`src/verilog/dctc_consts.vh`:
```
// dctc_consts.vh: command codes, field positions, reset values and register offsets
// assumes byte-wide commands and parameters arriving through the wishbone port
// Notes on behaviour
// - offset maps common n to row n+offset
// - display-on forces every pixel to top gray
// - display-off forces every pixel to gray zero
// - inverse shows level 63 minus stored level
// - normal command cancels every display override
// - config bit 0 selects booster, default on
// - config bits 1,2 pick internal common/precharge
// - sleep on disables circuits, floats outputs
// - phase byte gives reset, precharge lengths
// - clock byte low nibble sets divide 1-16
// - clock byte high nibble selects oscillator frequency
// - even entries average their odd neighbours
// - gray entry zero always has zero width
// - linear preset loads entry n as 2n-1
// - precharge codes apply only with internal source
// - common level code applies only when internal
// - three 8-bit per-colour contrast values
// - 4-bit master current, power-on all ones
// - mux ratio 16-132, enables follow the offset
// - line command takes coordinates then colours
// - rectangle outline, fill only when enabled
`ifndef DCTC_CONSTS_VH
`define DCTC_CONSTS_VH

`define DCTC_CMD_LINE     8'h83
`define DCTC_CMD_RECT     8'h84
`define DCTC_CMD_FILL     8'h92
`define DCTC_CMD_OFFSET   8'hA2
`define DCTC_CMD_ALL_OFF  8'hA4
`define DCTC_CMD_ALL_ON   8'hA5
`define DCTC_CMD_NORMAL   8'hA6
`define DCTC_CMD_INVERSE  8'hA7
`define DCTC_CMD_MCFG     8'hAD
`define DCTC_CMD_SLEEP_ON 8'hAE
`define DCTC_CMD_DISP_ON  8'hAF
`define DCTC_CMD_PHASE    8'hB1
`define DCTC_CMD_CLOCK    8'hB3
`define DCTC_CMD_GRAY     8'hB8
`define DCTC_CMD_LINEAR   8'hB9
`define DCTC_CMD_PRECH    8'hBB
`define DCTC_CMD_COMH     8'hBE
`define DCTC_CMD_CONTRAST 8'hC1
`define DCTC_CMD_MASTER   8'hC7
`define DCTC_CMD_MUX      8'hCA

`define DCTC_MODE_NORMAL  2'h0
`define DCTC_MODE_ALL_ON  2'h1
`define DCTC_MODE_ALL_OFF 2'h2
`define DCTC_MODE_INVERSE 2'h3

`define DCTC_GRAY_MAX     6'h3F
`define DCTC_COMMONS      9'h084
`define DCTC_MUX_MIN      8'h0F
`define DCTC_ODD_ENTRIES  6'h20

`define DCTC_MCFG_BOOST   0
`define DCTC_MCFG_COMH    1
`define DCTC_MCFG_PRECH   2
`define DCTC_FILL_BIT     0

`define DCTC_RST_MCFG     3'h1
`define DCTC_RST_PHASE    8'h74
`define DCTC_RST_CLOCK    8'hD0
`define DCTC_RST_MUX      8'h83
`define DCTC_RST_OFFSET   8'h00
`define DCTC_RST_CONTRAST 8'h80
`define DCTC_RST_MASTER   4'hF
`define DCTC_RST_PRECH    8'h1C
`define DCTC_RST_COMH     8'h1C

`define DCTC_ADR_CMD      6'h00
`define DCTC_ADR_DATA     6'h01
`define DCTC_ADR_STATUS   6'h02
`define DCTC_ADR_CONFIG   6'h03
`define DCTC_ADR_LEVELS   6'h04

`endif

```
`src/verilog/dctc_top.v`:
```
// dctc_top.v: command decoder, settings store, display clock, gray table and pixel path
// assumes a wishbone classic master feeding bytes and a scan engine asking per common/pixel
//
// The implementer's own choices: register access over Wishbone and the register addresses.
`timescale 1ns/1ps
`include "dctc_consts.vh"

module dctc_top (
	input  wire        REF_CLK,
	input  wire        ARST_N,
	input  wire        CLK_EN,
	input  wire [7:0]  WB_ADR_I,
	input  wire [31:0] WB_DAT_I,
	input  wire [3:0]  WB_SEL_I,
	input  wire        WB_WE_I,
	input  wire        WB_CYC_I,
	input  wire        WB_STB_I,
	output reg  [31:0] WB_DAT_O,
	output reg         WB_ACK_O,
	input  wire        CLOCK_SOURCE_SELECT_PIN,
	input  wire [7:0]  COM_INDEX,
	input  wire [5:0]  PIXEL_GRAY,
	output reg  [7:0]  ROW_ADDR,
	output reg         COM_ENABLE,
	output reg  [5:0]  DRIVE_GRAY,
	output reg  [7:0]  GRAY_PULSE_WIDTH,
	output reg         DCLK_EN,
	output wire        OSC_INTERNAL_EN,
	output wire [3:0]  OSC_FREQ_SEL,
	output wire [4:0]  RESET_PHASE_LEN,
	output wire [4:0]  PRECHARGE_PHASE_LEN,
	output wire        PANEL_ON,
	output wire        BOOSTER_EN,
	output wire        COMMON_HIGH_INT_EN,
	output wire        PRECHARGE_INT_EN,
	output wire        OUTPUTS_HIZ,
	output wire [7:0]  PRECHARGE_LEVEL_A,
	output wire [7:0]  PRECHARGE_LEVEL_B,
	output wire [7:0]  PRECHARGE_LEVEL_C,
	output wire [7:0]  COMMON_HIGH_LEVEL,
	output wire [7:0]  CONTRAST_A,
	output wire [7:0]  CONTRAST_B,
	output wire [7:0]  CONTRAST_C,
	output wire [3:0]  MASTER_CURRENT,
	output reg         DRAW_LINE_STB,
	output reg         DRAW_RECT_STB,
	output reg         DRAW_FILL_EN,
	output reg  [7:0]  DRAW_COL_START,
	output reg  [7:0]  DRAW_ROW_START,
	output reg  [7:0]  DRAW_COL_END,
	output reg  [7:0]  DRAW_ROW_END,
	output reg  [17:0] DRAW_OUTLINE_COLOR,
	output reg  [17:0] DRAW_FILL_COLOR
);

	localparam [1:0] ST_IDLE  = 2'b01;
	localparam [1:0] ST_PARAM = 2'b10;

	reg         rst_meta_reg;
	reg         rst_sync_reg;
	wire        rst_n;

	reg  [1:0]  state_reg;
	reg  [7:0]  cmd_reg;
	reg  [5:0]  pcount_reg;
	reg  [7:0]  pbuf_reg [0:9];
	reg  [7:0]  stage_reg [0:31];
	reg  [7:0]  odd_tab_reg [0:31];

	reg  [7:0]  offset_reg;
	reg  [7:0]  mux_reg;
	reg  [1:0]  mode_reg;
	reg  [2:0]  mcfg_reg;
	reg         disp_on_reg;
	reg  [7:0]  phase_reg;
	reg  [7:0]  clock_reg;
	reg  [7:0]  prech_a_reg;
	reg  [7:0]  prech_b_reg;
	reg  [7:0]  prech_c_reg;
	reg  [7:0]  comh_reg;
	reg  [7:0]  con_a_reg;
	reg  [7:0]  con_b_reg;
	reg  [7:0]  con_c_reg;
	reg  [3:0]  master_reg;
	reg         fill_reg;
	reg  [3:0]  div_cnt_reg;

	wire        wb_take;
	wire        wr_cmd;
	wire        wr_data;
	wire [7:0]  wr_byte;
	wire [5:0]  need;
	wire        last_param;
	integer     i;
	integer     j;

	// number of parameter bytes each command expects; unknown commands take none
	function [5:0] param_count;
		input [7:0] cmd;
		begin
			case (cmd)
				`DCTC_CMD_LINE:     param_count = 6'h07;
				`DCTC_CMD_RECT:     param_count = 6'h0A;
				`DCTC_CMD_GRAY:     param_count = `DCTC_ODD_ENTRIES;
				`DCTC_CMD_PRECH:    param_count = 6'h03;
				`DCTC_CMD_CONTRAST: param_count = 6'h03;
				`DCTC_CMD_FILL,
				`DCTC_CMD_OFFSET,
				`DCTC_CMD_MCFG,
				`DCTC_CMD_PHASE,
				`DCTC_CMD_CLOCK,
				`DCTC_CMD_COMH,
				`DCTC_CMD_MASTER,
				`DCTC_CMD_MUX:      param_count = 6'h01;
				default:            param_count = 6'h00;
			endcase
		end
	endfunction

	// packs three colour bytes sent in C, B, A order into one 18-bit word
	function [17:0] pack_color;
		input [7:0] c;
		input [7:0] b;
		input [7:0] a;
		begin
			pack_color = {c[5:0], b[5:0], a[5:0]};
		end
	endfunction

	always @(posedge REF_CLK or negedge ARST_N)
	begin
		if (!ARST_N)
		begin
			rst_meta_reg <= 1'b0;
			rst_sync_reg <= 1'b0;
		end
		else
		begin
			rst_meta_reg <= 1'b1;
			rst_sync_reg <= rst_meta_reg;
		end
	end

	assign rst_n = rst_sync_reg;

	// one wait state: the access is taken in the cycle before ack rises
	assign wb_take    = WB_CYC_I & WB_STB_I & ~WB_ACK_O;
	assign wr_cmd     = wb_take & WB_WE_I & WB_SEL_I[0] & (WB_ADR_I[7:2] == `DCTC_ADR_CMD);
	assign wr_data    = wb_take & WB_WE_I & WB_SEL_I[0] & (WB_ADR_I[7:2] == `DCTC_ADR_DATA);
	assign wr_byte    = WB_DAT_I[7:0];
	assign need       = param_count(cmd_reg);
	assign last_param = wr_data & (state_reg == ST_PARAM) & (pcount_reg + 6'h01 == need);

	always @(posedge REF_CLK or negedge rst_n)
	begin
		if (!rst_n)
		begin
			WB_ACK_O <= 1'b0;
			WB_DAT_O <= 32'h0000_0000;
		end
		else if (CLK_EN)
		begin
			WB_ACK_O <= wb_take;
			if (wb_take & ~WB_WE_I)
			begin
				case (WB_ADR_I[7:2])
					`DCTC_ADR_STATUS: WB_DAT_O <= {16'h0000, cmd_reg, pcount_reg,
						state_reg == ST_PARAM, disp_on_reg};
					`DCTC_ADR_CONFIG: WB_DAT_O <= {clock_reg, phase_reg, mux_reg,
						1'b0, fill_reg, mode_reg, 1'b0, mcfg_reg};
					`DCTC_ADR_LEVELS: WB_DAT_O <= {offset_reg, con_c_reg, con_b_reg, con_a_reg};
					default:          WB_DAT_O <= 32'h0000_0000;
				endcase
			end
		end
	end

	// command sequencer: a command byte always restarts it, abandoning a partial command
	always @(posedge REF_CLK or negedge rst_n)
	begin
		if (!rst_n)
		begin
			state_reg  <= ST_IDLE;
			cmd_reg    <= 8'h00;
			pcount_reg <= 6'h00;
			for (j = 0; j < 10; j = j + 1)
				pbuf_reg[j] <= 8'h00;
			for (j = 0; j < 32; j = j + 1)
				stage_reg[j] <= 8'h00;
		end
		else if (CLK_EN)
		begin
			case (state_reg)
				ST_IDLE:
				begin
					if (wr_cmd)
					begin
						cmd_reg    <= wr_byte;
						pcount_reg <= 6'h00;
						if (param_count(wr_byte) != 6'h00)
							state_reg <= ST_PARAM;
					end
				end
				ST_PARAM:
				begin
					if (wr_cmd)
					begin
						cmd_reg    <= wr_byte;
						pcount_reg <= 6'h00;
						if (param_count(wr_byte) == 6'h00)
							state_reg <= ST_IDLE;
					end
					else if (wr_data)
					begin
						if (cmd_reg == `DCTC_CMD_GRAY)
							stage_reg[pcount_reg[4:0]] <= wr_byte;
						else if (pcount_reg < 6'h0A)
							pbuf_reg[pcount_reg[3:0]] <= wr_byte;
						if (last_param)
						begin
							pcount_reg <= 6'h00;
							state_reg  <= ST_IDLE;
						end
						else
							pcount_reg <= pcount_reg + 6'h01;
					end
				end
				default:
					state_reg <= ST_IDLE;
			endcase
		end
	end

	// settings are applied in the cycle that takes the last parameter byte, or the command byte for commands without parameters
	always @(posedge REF_CLK or negedge rst_n)
	begin
		if (!rst_n)
		begin
			offset_reg  <= `DCTC_RST_OFFSET;
			mux_reg     <= `DCTC_RST_MUX;
			mode_reg    <= `DCTC_MODE_NORMAL;
			mcfg_reg    <= `DCTC_RST_MCFG;
			disp_on_reg <= 1'b0;
			phase_reg   <= `DCTC_RST_PHASE;
			clock_reg   <= `DCTC_RST_CLOCK;
			prech_a_reg <= `DCTC_RST_PRECH;
			prech_b_reg <= `DCTC_RST_PRECH;
			prech_c_reg <= `DCTC_RST_PRECH;
			comh_reg    <= `DCTC_RST_COMH;
			con_a_reg   <= `DCTC_RST_CONTRAST;
			con_b_reg   <= `DCTC_RST_CONTRAST;
			con_c_reg   <= `DCTC_RST_CONTRAST;
			master_reg  <= `DCTC_RST_MASTER;
			fill_reg    <= 1'b0;
			for (i = 0; i < 32; i = i + 1)
				odd_tab_reg[i] <= 8'h01 + {i[5:0], 2'b00};
		end
		else if (CLK_EN)
		begin
			if (wr_cmd)
			begin
				case (wr_byte)
					`DCTC_CMD_ALL_OFF:  mode_reg <= `DCTC_MODE_ALL_OFF;
					`DCTC_CMD_ALL_ON:   mode_reg <= `DCTC_MODE_ALL_ON;
					`DCTC_CMD_NORMAL:   mode_reg <= `DCTC_MODE_NORMAL;
					`DCTC_CMD_INVERSE:  mode_reg <= `DCTC_MODE_INVERSE;
					`DCTC_CMD_SLEEP_ON: disp_on_reg <= 1'b0;
					`DCTC_CMD_DISP_ON:  disp_on_reg <= 1'b1;
					`DCTC_CMD_LINEAR:
					begin
						for (i = 0; i < 32; i = i + 1)
							odd_tab_reg[i] <= 8'h01 + {i[5:0], 2'b00};
					end
					default:
					begin
					end
				endcase
			end
			if (last_param)
			begin
				case (cmd_reg)
					`DCTC_CMD_OFFSET:   offset_reg <= wr_byte;
					`DCTC_CMD_MCFG:     mcfg_reg <= wr_byte[2:0];
					`DCTC_CMD_PHASE:    phase_reg <= wr_byte;
					`DCTC_CMD_CLOCK:    clock_reg <= wr_byte;
					`DCTC_CMD_COMH:     comh_reg <= wr_byte;
					`DCTC_CMD_MASTER:   master_reg <= wr_byte[3:0];
					`DCTC_CMD_FILL:     fill_reg <= wr_byte[`DCTC_FILL_BIT];
					// values under the minimum ratio are raised to it
					`DCTC_CMD_MUX:      mux_reg <= (wr_byte < `DCTC_MUX_MIN) ?
						`DCTC_MUX_MIN : wr_byte;
					`DCTC_CMD_PRECH:
					begin
						prech_a_reg <= pbuf_reg[0];
						prech_b_reg <= pbuf_reg[1];
						prech_c_reg <= wr_byte;
					end
					`DCTC_CMD_CONTRAST:
					begin
						con_a_reg <= pbuf_reg[0];
						con_b_reg <= pbuf_reg[1];
						con_c_reg <= wr_byte;
					end
					`DCTC_CMD_GRAY:
					begin
						for (i = 0; i < 31; i = i + 1)
							odd_tab_reg[i] <= stage_reg[i];
						odd_tab_reg[31] <= wr_byte;
					end
					default:
					begin
					end
				endcase
			end
		end
	end

	// draw requests carry their parameters to the drawing engine as a one-cycle strobe
	always @(posedge REF_CLK or negedge rst_n)
	begin
		if (!rst_n)
		begin
			DRAW_LINE_STB      <= 1'b0;
			DRAW_RECT_STB      <= 1'b0;
			DRAW_FILL_EN       <= 1'b0;
			DRAW_COL_START     <= 8'h00;
			DRAW_ROW_START     <= 8'h00;
			DRAW_COL_END       <= 8'h00;
			DRAW_ROW_END       <= 8'h00;
			DRAW_OUTLINE_COLOR <= 18'h00000;
			DRAW_FILL_COLOR    <= 18'h00000;
		end
		else if (CLK_EN)
		begin
			DRAW_LINE_STB <= last_param & (cmd_reg == `DCTC_CMD_LINE);
			DRAW_RECT_STB <= last_param & (cmd_reg == `DCTC_CMD_RECT);
			if (last_param & (cmd_reg == `DCTC_CMD_LINE | cmd_reg == `DCTC_CMD_RECT))
			begin
				DRAW_COL_START <= pbuf_reg[0];
				DRAW_ROW_START <= pbuf_reg[1];
				DRAW_COL_END   <= pbuf_reg[2];
				DRAW_ROW_END   <= pbuf_reg[3];
			end
			if (last_param & (cmd_reg == `DCTC_CMD_LINE))
			begin
				DRAW_OUTLINE_COLOR <= pack_color(pbuf_reg[4], pbuf_reg[5], wr_byte);
				DRAW_FILL_EN       <= 1'b0;
			end
			if (last_param & (cmd_reg == `DCTC_CMD_RECT))
			begin
				DRAW_OUTLINE_COLOR <= pack_color(pbuf_reg[4], pbuf_reg[5], pbuf_reg[6]);
				DRAW_FILL_COLOR    <= pack_color(pbuf_reg[7], pbuf_reg[8], wr_byte);
				DRAW_FILL_EN       <= fill_reg;
			end
		end
	end

	// display clock: one enable pulse every (setting + 1) source clocks
	always @(posedge REF_CLK or negedge rst_n)
	begin
		if (!rst_n)
		begin
			div_cnt_reg <= 4'h0;
			DCLK_EN     <= 1'b0;
		end
		else if (CLK_EN)
		begin
			if (div_cnt_reg >= clock_reg[3:0])
			begin
				div_cnt_reg <= 4'h0;
				DCLK_EN     <= 1'b1;
			end
			else
			begin
				div_cnt_reg <= div_cnt_reg + 4'h1;
				DCLK_EN     <= 1'b0;
			end
		end
	end

	// pixel path: override acts only on the driven value, memory data passes through untouched
	reg  [8:0]  row_sum;
	reg  [8:0]  row_mod;
	reg  [5:0]  gray_next;
	reg  [8:0]  pw_sum;
	reg  [7:0]  pw_next;

	always @*
	begin
		row_sum = {1'b0, COM_INDEX} + {1'b0, offset_reg};
		row_mod = (row_sum >= `DCTC_COMMONS) ? row_sum - `DCTC_COMMONS : row_sum;
		case (mode_reg)
			`DCTC_MODE_ALL_ON:  gray_next = `DCTC_GRAY_MAX;
			`DCTC_MODE_ALL_OFF: gray_next = 6'h00;
			`DCTC_MODE_INVERSE: gray_next = `DCTC_GRAY_MAX - PIXEL_GRAY;
			default:            gray_next = PIXEL_GRAY;
		endcase
		pw_sum = 9'h000;
		if (gray_next == 6'h00)
			pw_next = 8'h00;
		else if (gray_next[0])
			pw_next = odd_tab_reg[gray_next[5:1]];
		else
		begin
			pw_sum  = {1'b0, odd_tab_reg[gray_next[5:1] - 5'h01]} +
				{1'b0, odd_tab_reg[gray_next[5:1]]};
			pw_next = pw_sum[8:1];
		end
	end

	always @(posedge REF_CLK or negedge rst_n)
	begin
		if (!rst_n)
		begin
			ROW_ADDR         <= 8'h00;
			COM_ENABLE       <= 1'b0;
			DRIVE_GRAY       <= 6'h00;
			GRAY_PULSE_WIDTH <= 8'h00;
		end
		else if (CLK_EN)
		begin
			ROW_ADDR         <= row_mod[7:0];
			// rows past the ratio are not scanned, so their commons stay idle
			COM_ENABLE       <= disp_on_reg & (row_mod <= {1'b0, mux_reg}) &
				(COM_INDEX < `DCTC_COMMONS);
			DRIVE_GRAY       <= gray_next;
			GRAY_PULSE_WIDTH <= pw_next;
		end
	end

	assign OSC_INTERNAL_EN     = CLOCK_SOURCE_SELECT_PIN;
	assign OSC_FREQ_SEL        = clock_reg[7:4];
	assign RESET_PHASE_LEN     = {1'b0, phase_reg[3:0]} + 5'h01;
	assign PRECHARGE_PHASE_LEN = {1'b0, phase_reg[7:4]} + 5'h01;
	assign PANEL_ON            = disp_on_reg;
	assign BOOSTER_EN          = disp_on_reg & mcfg_reg[`DCTC_MCFG_BOOST];
	assign COMMON_HIGH_INT_EN  = disp_on_reg & mcfg_reg[`DCTC_MCFG_COMH];
	assign PRECHARGE_INT_EN    = disp_on_reg & mcfg_reg[`DCTC_MCFG_PRECH];
	assign OUTPUTS_HIZ         = ~disp_on_reg;
	assign PRECHARGE_LEVEL_A   = mcfg_reg[`DCTC_MCFG_PRECH] ? prech_a_reg : 8'h00;
	assign PRECHARGE_LEVEL_B   = mcfg_reg[`DCTC_MCFG_PRECH] ? prech_b_reg : 8'h00;
	assign PRECHARGE_LEVEL_C   = mcfg_reg[`DCTC_MCFG_PRECH] ? prech_c_reg : 8'h00;
	assign COMMON_HIGH_LEVEL   = mcfg_reg[`DCTC_MCFG_COMH] ? comh_reg : 8'h00;
	assign CONTRAST_A          = con_a_reg;
	assign CONTRAST_B          = con_b_reg;
	assign CONTRAST_C          = con_c_reg;
	assign MASTER_CURRENT      = master_reg;

endmodule // dctc_top

```
`config.mk`:
```
export PLATFORM = sky130hd
export DESIGN_NAME = dctc_top
export DESIGN_NICKNAME = d
export VERILOG_FILES = /design/src/verilog/dctc_top.v
export VERILOG_INCLUDE_DIRS = /design/src /design/src/verilog
export SDC_FILE = /design/constraint.sdc
export NUM_CORES = 1
export LEC_CHECK = 0
export ABC_AREA = 1
export ABC_CLOCK_PERIOD_IN_PS = 26000
export BUFFER_PORTS_ARGS = -buffer_cell sky130_fd_sc_hd__buf_2
export CELL_PAD_IN_SITES_DETAIL_PLACEMENT = 1
export CELL_PAD_IN_SITES_GLOBAL_PLACEMENT = 2
export CORE_ASPECT_RATIO = 0.8
export CORE_MARGIN = 5
export CORE_UTILIZATION = 33
export CTS_CLUSTER_DIAMETER = 40
export CTS_CLUSTER_SIZE = 40
export DETAILED_ROUTE_END_ITERATION = 6
export PLACE_DENSITY = 0.73
export SLEW_MARGIN = 20
export SYNTH_ARGS = -nofsm -noshare
export SYNTH_HDL_FRONTEND = slang
export SYNTH_SLANG_ARGS = --single-unit
export TNS_END_PERCENT = 50
```
`constraint.sdc`:
```
create_clock -name REF_CLK -period 26 [get_ports REF_CLK]
set_input_delay 0 -clock REF_CLK [delete_from_list [all_inputs] [get_ports REF_CLK]]
set_output_delay 0 -clock REF_CLK [all_outputs]
set_load 0.1 [all_outputs]
```
==> results of run 1 <==
[path summary, 6_finish.rpt]
check                                        startpoint                               to  slack, ns  cells after the start
worst max-delay path            mode_reg[0]$_DFFE_PN0P_  GRAY_PULSE_WIDTH[7]$_DFFE_PN0P_      19.80                     24
worst min-delay path            CLOCK_SOURCE_SELECT_PIN                  OSC_INTERNAL_EN     0.0002                      0
worst max register to register  mode_reg[0]$_DFFE_PN0P_  GRAY_PULSE_WIDTH[7]$_DFFE_PN0P_      19.80                     24
worst min register to register          rst_n$_DFF_PN0_        stage_reg[61]$_DFFE_PN0P_       0.24                      0
max in group asynchronous               rst_n$_DFF_PN0_     odd_tab_reg[129]$_DFFE_PN0P_      22.75                      3
min in group asynchronous                        ARST_N                  rst_n$_DFF_PN0_       0.12                      3
[cell type report]
cell class	instances	area [µm²]	share of cell area (%)
clock inverters	72	688	1.50
diodes	5	12.5	0.0273
well taps	1539	1930	4.21
inverters	396	1490	3.25
repair buffers	339	2090	4.56
flip-flops and latches	815	20600	45.0
multi-input cells	3106	15200	33.1
clock buffers	179	3820	8.35
[cell usage after synthesis, types with 29 or more instances]
| master | instances | area share, % |
|---|---|---|
| a21oi_1 | 127 | 1.6 |
| dfstp_2 | 143 | 9.7 |
| a31oi_1 | 30 | 0.49 |
| ha_1 | 39 | 1.3 |
| inv_1 | 388 | 3.8 |
| nand4_1 | 44 | 0.71 |
| o21ai_0 | 769 | 10 |
| nor2_1 | 145 | 1.4 |
| dfrtp_1 | 672 | 44 |
| clkbuf_1 | 239 | 2.3 |
| o21ai_1 | 38 | 0.49 |
| nand2_1 | 1067 | 10 |
| nand3_1 | 625 | 8.1 |
| o211ai_1 | 51 | 0.99 |
| buf_2 | 71 | 0.92 |
| buf_1 | 29 | 0.28 |
[per-stage QoR]
stage	hold WS, ns	cell area (µm²)
5_1_grt	0.000672	45700
2_1_floorplan	-0.296	38600
3_3_place_gp	-0.213	40900
3_5_place_dp	-0.212	40900
6_report	0.000179	45800
4_1_cts	0.000681	45700
[cells in the final DEF (no fill, tap or decap), types with 6 or more instances in the layout]
master         instances
nand2_4                6
nand2_2                6
a21oi_1              127
o21a_1                17
inv_6                 10
nor2_1               140
inv_1                381
a22oi_1               16
buf_2                240
clkbuf_1              23
clkbuf_16            141
clkbuf_8              15
clkinv_2              22
a31oi_1               30
o211ai_1              51
clkinvlp_4            18
a221oi_1              14
dlygate4sd3_1         34
nor3_1                26
nand3_1              624
nand4_1               44
o21ai_1               38
nand2_1             1061
bufinv_16              6
nor2_2                 6
inv_2                 12
dfstp_2              143
o21ai_0              767
buf_4                 59
xor2_1                19
dfrtp_1              671
clkinv_4              10
o221ai_1              28
ha_1                  39
[where the power goes]
| part | internal, W | switching, W |
|---|---|---|
| Sequential | 0.00128 | 0.00000527 |
| Clock | 0.00110 | 0.000676 |
| Combinational | 0.0000534 | 0.000216 |
[routing by layer]
metal,vias up,wire (µm)
li1,15900,-
met1,17400,72400
met2,815,65300
met3,203,7540
met4,0,3640
met5,-,0
[cell families (layout without fill, tap and decap cells)]
kind of cell	Yosys count	after routing	share of synthesized area [%]
fa+ha+maj	41	41	1.37
flops	815	815	53.3
mux	3	3	0.0843
simple gates	1937	1937	21.6
compound gates	1103	1103	15.5
other cells	1	6	0.00972
xor+xnor	21	21	0.496
buf+inv	748	986	7.66
[what timing repair did]
| action | in CTS | in global routing |
|---|---|---|
| hold buffers | 34 | 0 |
| gates resized for setup | 0 | 0 |
| endpoints found under the hold margin | 109 | 0 |
==> summary.txt, run 1 <==
CTS root buf -> clkbuf_16
drt pass-1 iters -> 5
first-pass GRT wire length -> 226000 µm
dpl ws -> 19.94 ns
vias in the first global route -> 34500
Die H -> 316 µm
via count -> 34200
f_max -> 161 MHz
FFs w/ async S/R, synth -> 100%
final core occ -> 39.3%
Worst Clk Skew -> 0.0370 ns
Clk pin slew, worst setup/hold paths -> 0.05 ns
DRT iter0 DRCs -> 2489
synth warn -> 0
max-slew violation count -> 0
port buffer count -> 241
die width -> 392 µm
worst-margin pin slew -> 1.25 ns
P&R area growth vs syn -> 18.5%
clock sink count -> 815
WS Path Type -> reg -> reg
Clock Latency Late Sink -> 0.76 ns
CP max FO -> 56
setup slack after layout -> 19.80 ns
max_slew headroom -> 16.7%
Design Power -> 0.00333 W
CP most frequent cell -> nand2_1
leakage power -> 22.1 nW
H-tree depth -> 4
Initial Util -> 33.1%
Tmin final -> 6.20 ns
syn avg cell area -> 8.27 µm²
Die ar. -> 124000 µm²
Post-Route WL -> 149000 µm
drt via density -> 5.31
setup_tns -> 0 ns
CP peak stage delay -> 0.68 ns
met2 usage -> 36.4%
CTS tree -> built
Post-CTS Setup Bufs -> 0
total CTS buffers -> 137
dpl hpwl -> 90300 µm
WL/cell -> 23.1 µm
status -> completed
CP Cell Sequence -> inv_1 > nand2_1 > nand2_4 > ha_1 > inv_4 > buf_4 > a21oi_1 > o21ai_0 > o21ai_0 > o221ai_1 > nand3_1 > nand2_1 > ha_1 > a21oi_1 > and2_1 > nor2_1 > o21ai_0 > nand2_1 > nand2_1 > a21oi_1 > nor3_1 > nor3_1 > o21ai_0 > nand2_1
grt met1 use -> 35.4%
Mapped Nets -> 4775
Mapped Cells -> 4669
Critical Path End Type -> flop
pin count of the biggest net entering global routing -> 185
Inst Count DP -> 6161
Crit-path slowest cell -> buf_4
Netlist Area Pre-Place -> 38600 µm²
antenna-violating nets left -> 0
fin cells -> 6451
final hold viol count -> 0
total track usage -> 24.0%
pwr dens -> 72.9 nW/µm²
Critical Path RT -> 26.58 ns
initial antenna violation count -> 9
fillcell total -> 13700
drt drc -> 0
peak supply drop -> 58.2 µV
met3 Use GR -> 4.03%
Tightest Hold Check Type -> in -> out
RePlAce Congestion -> 0.836
max cap viols -> 0
Max Root-Sink Buffers -> 3
number of synthesized flops with an enable pin -> 0
gr busiest metal -> met2
grt ovf -> 0
max reg flops -> 256
unrepaired setup endpoints after global routing -> false
core area -> 116000 µm²
data arrival time of the critical path -> 6.78 ns
period utilisation layout -> 23.8%
layout cells sized above 1 -> 14.9%
crit-path leading delay family -> simple AND/OR/NAND/NOR gates
library cells used by synthesis -> 52
Startpoint Class -> flop
Final nets -> 4901
Seq cells post-synth -> 815
CP bufs+invs -> 3
Post-synth top flop -> dfrtp_1
Final setup viols -> 0
sequential fraction of the synthesis area -> 53.3%
io pins -> 273
row cnt -> 112
(Power assumes the default switching activity.)
==> run 2, diff against run 1 <==
--- a/config.mk
+++ b/config.mk
@@ -7,7 +7,7 @@
 export NUM_CORES = 1
 export LEC_CHECK = 0
 export ABC_AREA = 1
-export ABC_CLOCK_PERIOD_IN_PS = 26000
+export ABC_CLOCK_PERIOD_IN_PS = 5300
 export BUFFER_PORTS_ARGS = -buffer_cell sky130_fd_sc_hd__buf_2
 export CELL_PAD_IN_SITES_DETAIL_PLACEMENT = 1
 export CELL_PAD_IN_SITES_GLOBAL_PLACEMENT = 2
==> constraint.sdc (replaced) <==
create_clock -name REF_CLK -period 5.3 [get_ports REF_CLK]
set_input_delay 0 -clock REF_CLK [delete_from_list [all_inputs] [get_ports REF_CLK]]
set_output_delay 0 -clock REF_CLK [all_outputs]
set_load 0.1 [all_outputs]
==> summary.txt, run 2 (synthesis results as in run 1) <==
H-tree depth -> 4
CP max FO -> 7
worst-margin pin slew -> 1.19 ns
total CTS buffers -> 135
CTS root buf -> clkbuf_16
commonest non-fill, non-tap cell in the layout -> nand2_1
Hold WS -> 0.000179 ns
total track usage -> 24.2%
drt pass-1 iters -> 5
pin count of the biggest net entering global routing -> 156
drt via density -> 5.31
status -> completed
peak supply drop -> 284 µV
Worst Clk Skew -> 0.0308 ns
crit path from -> offset_reg[0]$_DFFE_PN0P_
initial antenna violation count -> 4
max reg flops -> 256
Critical Path RT -> 5.99 ns
Reg2Reg Launch Point -> offset_reg[0]$_DFFE_PN0P_
# resized after CTS -> 0
pwr dens -> 363 nW/µm²
WS Path Type -> reg -> reg
vias in the first global route -> 34700
Clock Latency Late Sink -> 0.76 ns
setup_tns -> 0 ns
most frequent cells in the layout -> 1060 x nand2_1, 767 x o21ai_0, 671 x dfrtp_1
Hold Crit Start -> CLOCK_SOURCE_SELECT_PIN
layout cells sized above 1 -> 15.7%
die width -> 392 µm
first-pass GRT wire length -> 228000 µm
Critical Path End Type -> flop
io pins -> 273
unrepaired setup endpoints after global routing -> false
Max Root-Sink Buffers -> 3
Post-Route WL -> 150000 µm
antenna-violating nets left -> 0
P&R area growth vs syn -> 20.3%
row cnt -> 112
Die H -> 316 µm
clock sink count -> 815
core area -> 116000 µm²
grt ovf -> 0
period utilisation layout -> 86.3%
DRT iter0 DRCs -> 2544
Final nets -> 4939
f_max -> 219 MHz
dpl hpwl -> 93600 µm
Startpoint Class -> flop
max_slew headroom -> 21.0%
Tmin final -> 4.57 ns
Final setup viols -> 0
max cap viols -> 0
RePlAce Congestion -> 0.855
via count -> 34500
max-slew violation count -> 0
Clk pin slew, worst setup/hold paths -> 0.06 ns
CTS tree -> built
leakage power -> 22.4 nW
drt drc -> 0
Tightest Hold Check Type -> in -> out
port buffer count -> 241
data arrival time of the critical path -> 5.26 ns
final hold viol count -> 0
Initial Util -> 33.1%
Die ar. -> 124000 µm²
WL/cell -> 23.1 µm
## run 2: cell count changes in the layout (fill, tap and decap cells not counted), moves of 9 or more
cell	change
bufinv_16	+10
clkinv_2	-9
inv_6	+11
buf_12	+13
buf_4	+27
## run 2: power breakdown
group	total (W)	internal, W	switching (W)
Combinational	0.00133	0.000295	0.00103
Sequential	0.00631	0.00627	0.0000343
Clock	0.00921	0.00585	0.00336
Total	0.0168	0.0124	0.00443
## run 2: layout make-up
type                            instances  area (µm²)
Fill cell                           13700       70000
Sequential cell                       815       20600
Multi-Input combinational cell       3106       15200
Clock buffer                          172        3750
Timing Repair Buffer                  379        2550
Tap cell                             1539        1930
Inverter                              396        1490
Clock inverter                         78         983
Antenna cell                            2        5.00
## run 2: metrics by stage
| stage | instance area (µm²) | total power, W | utilization, % | setup slack, ns | std cells |
|---|---|---|---|---|---|
| 2_1_floorplan | 38600 | 0.00719 | - | -2.47 | 4669 |
| 3_3_place_gp | 41300 | 0.00771 | 35.5 | 0.996 | 6200 |
| 3_5_place_dp | 41300 | 0.00771 | 35.5 | 0.956 | 6200 |
| 4_1_cts | 46400 | 0.0171 | 39.9 | 0.664 | 6485 |
| 5_1_grt | 46400 | 0.0174 | 39.9 | 0.248 | 6485 |
| 6_report | 46400 | 0.0168 | 39.9 | 0.727 | 6487 |
## run 2: path summary, 6_finish.rpt
path	to	slack, ns	cells after the start
worst max-delay path	COM_ENABLE$_DFFE_PN0P_	0.73	23
worst min-delay path	OSC_INTERNAL_EN	0.0002	0
worst max register to register	COM_ENABLE$_DFFE_PN0P_	0.73	23
worst min register to register	rst_n$_DFF_PN0_	0.35	0
max in group asynchronous	stage_reg[231]$_DFFE_PN0P_	3.42	1
min in group asynchronous	rst_n$_DFF_PN0_	0.13	3
## run 2: per-layer routing
metal	up-vias	part of all wire, %	GRT usage (%)	routed length (µm)
li1	16000	-	-	-
met1	17500	48	35.7	72400
met2	829	44	36.6	65900
met3	181	5.6	4.24	8360
met4	0	2.1	6.59	3170
met5	-	0	0	0
## run 2: what timing repair did
action | CTS | global route
hold endpoints to repair | 125 | 0
hold buffers | 35 | 0
setup buffers | 0 | 0
setup endpoints to repair | 0 | 0
## run 2: critical path, cell delays in order (launching register included)
cell and delay [ns]:
dfrtp_1 0.40, ha_1 0.22, fa_1 0.41, nand3_1 0.10, nand2_1 0.08, xor2_1 0.17
inv_1 0.12, nand3_1 0.13, nor3_1 0.27, nand2_1 0.08, nand2_1 0.14, nand2_1 0.18
o21ai_0 0.14, nand2_1 0.10, inv_1 0.08, ha_1 0.25, a21oi_1 0.14, o21ai_0 0.10
nor2_1 0.09, o21ai_0 0.07, a21oi_1 0.13, o2111ai_1 0.22, o31ai_1 0.30, dlygate4sd3_1 0.57
==> run 3, diff against run 2 <==
--- a/config.mk
+++ b/config.mk
@@ -7,7 +7,7 @@
 export NUM_CORES = 1
 export LEC_CHECK = 0
 export ABC_AREA = 1
-export ABC_CLOCK_PERIOD_IN_PS = 5300
+export ABC_CLOCK_PERIOD_IN_PS = 4200
 export BUFFER_PORTS_ARGS = -buffer_cell sky130_fd_sc_hd__buf_2
 export CELL_PAD_IN_SITES_DETAIL_PLACEMENT = 1
 export CELL_PAD_IN_SITES_GLOBAL_PLACEMENT = 2
==> constraint.sdc (replaced) <==
create_clock -name REF_CLK -period 4.2 [get_ports REF_CLK]
set_input_delay 0 -clock REF_CLK [delete_from_list [all_inputs] [get_ports REF_CLK]]
set_output_delay 0 -clock REF_CLK [all_outputs]
set_load 0.1 [all_outputs]
==> summary.txt, run 3 (synthesis results as in run 1) <==
status -> completed
most frequent cells in the layout -> 1059 x nand2_1, 764 x o21ai_0, 671 x dfrtp_1
Clock Latency Late Sink -> 0.75 ns
CP max FO -> 13
Worst Clk Skew -> 0.0306 ns
Die ar. -> 124000 µm²
fin cells -> 6523
Post-Route WL -> 152000 µm
period utilisation layout -> 95.2%
Initial Util -> 33.1%
data arrival time of the critical path -> 4.61 ns
grt ovf -> 0
total CTS buffers -> 132
Critical Path End Type -> flop
io pins -> 273
Inst Count DP -> 6246
via count -> 34700
Critical Path RT -> 4.82 ns
dpl hpwl -> 99500 µm
pwr dens -> 452 nW/µm²
Final Instance Area -> 46800 µm²
pin count of the biggest net entering global routing -> 135
max reg flops -> 256
final hold viol count -> 0
max_slew headroom -> 29.6%
Hold WS -> 0.000179 ns
first-pass GRT wire length -> 231000 µm
final core occ -> 40.2%
Tightest Hold Check Type -> in -> out
DRT iter0 DRCs -> 2487
RePlAce Congestion -> 0.894
Final nets -> 4976
fillcell total -> 13700
leakage power -> 22.6 nW
core area -> 116000 µm²
WS Path Type -> reg -> reg
row cnt -> 112
max cap viols -> 0
Clk pin slew, worst setup/hold paths -> 0.05 ns
clock sink count -> 815
drt pass-1 iters -> 5
CTS root buf -> clkbuf_16
drt drc -> 0
antenna-violating nets left -> 0
Final setup viols -> 0
f_max -> 250 MHz
layout cells sized above 1 -> 16.6%
peak supply drop -> 325 µV
Startpoint Class -> flop
max-slew violation count -> 0
CTS tree -> built
area of the multi-input gates -> 15200 µm²
drt via density -> 5.32
vias in the first global route -> 35200
die width -> 392 µm
initial antenna violation count -> 8
P&R area growth vs syn -> 21.4%
WL/cell -> 23.3 µm
area post-placement -> 41800 µm²
setup_tns -> 0 ns
port buffer count -> 241
H-tree depth -> 4
Die H -> 316 µm
register area -> 20600 µm²
Tmin final -> 4.00 ns
Max Root-Sink Buffers -> 3
worst-margin pin slew -> 1.06 ns
commonest non-fill, non-tap cell in the layout -> nand2_1
total track usage -> 24.5%
==> run 3: what timing repair did <==
item / in CTS / in global routing
gates resized for setup: 0 / 10
endpoints found under the hold margin: 141 / 0
setup endpoints to repair: 0 / 2
buffers inserted: 0 / 1
hold buffers: 27 / 0
==> run 3: area by class of cell <==
cell class | count | share of cell area (%)
Clock buffer | 166 | 7.82
Sequential cell | 815 | 43.9
Timing Repair Buffer | 419 | 6.37
Tap cell | 1539 | 4.11
Multi-Input combinational cell | 3106 | 32.4
Inverter | 396 | 3.18
Clock inverter | 77 | 2.18
Antenna cell | 5 | 0.0267
==> run 3: power by group <==
part	switching [W]	leakage, nW	internal, W
clock	0.00418	2.26	0.00735
sequential	0.0000405	10.6	0.00791
combinational	0.00130	9.80	0.000397
==> run 3: per-layer routing <==
metal  global-route usage (%)  up-vias  part of all wire (%)
met1                     36.5    17700                    49
met4                     7.37        2                   2.5
met2                     37.1      793                    44
met5                        0        -                0.0092
li1                         -    16000                     -
met3                     3.29      202                   4.7
==> run 3: worst paths after layout <==
check	cells after the start	slack, ns	startpoint	to
max	22	0.20	mode_reg[1]$_DFFE_PN0P_	GRAY_PULSE_WIDTH[7]$_DFFE_PN0P_
min	0	0.0002	CLOCK_SOURCE_SELECT_PIN	OSC_INTERNAL_EN
max reg2reg	22	0.20	mode_reg[1]$_DFFE_PN0P_	GRAY_PULSE_WIDTH[7]$_DFFE_PN0P_
min reg2reg	0	0.33	rst_n$_DFF_PN0_	stage_reg[119]$_DFFE_PN0P_
max in group asynchronous	2	2.65	rst_n$_DFF_PN0_	odd_tab_reg[224]$_DFFE_PN1P_
min in group asynchronous	3	0.13	ARST_N	rst_n$_DFF_PN0_
==> run 3: stage by stage <==
step / setup WS [ns] / power (W)
floorplan: -3.57 / 0.00908
global placement: 0.191 / 0.00973
detailed placement: 0.197 / 0.00974
CTS: 0.182 / 0.0214
global route: -0.00378 / 0.0220
finish: 0.204 / 0.0212
==> run 3: worst max-delay path, stage by stage (launching register included) <==
cell      delay, ns
dfrtp_1        0.40
nand2_1        0.11
o21ai_4        0.09
buf_4          0.22
inv_2          0.31
buf_4          0.26
o21ai_0        0.10
o221a_2        0.23
o21ai_0        0.23
o211ai_1       0.26
o21ai_1        0.20
ha_1           0.32
a21oi_1        0.14
and2_1         0.15
nor2_1         0.06
o21ai_1        0.18
nand2_1        0.07
nand2_1        0.08
a21oi_1        0.06
nor3_1         0.13
nor3_1         0.07
o21ai_0        0.12
nand2_1        0.06
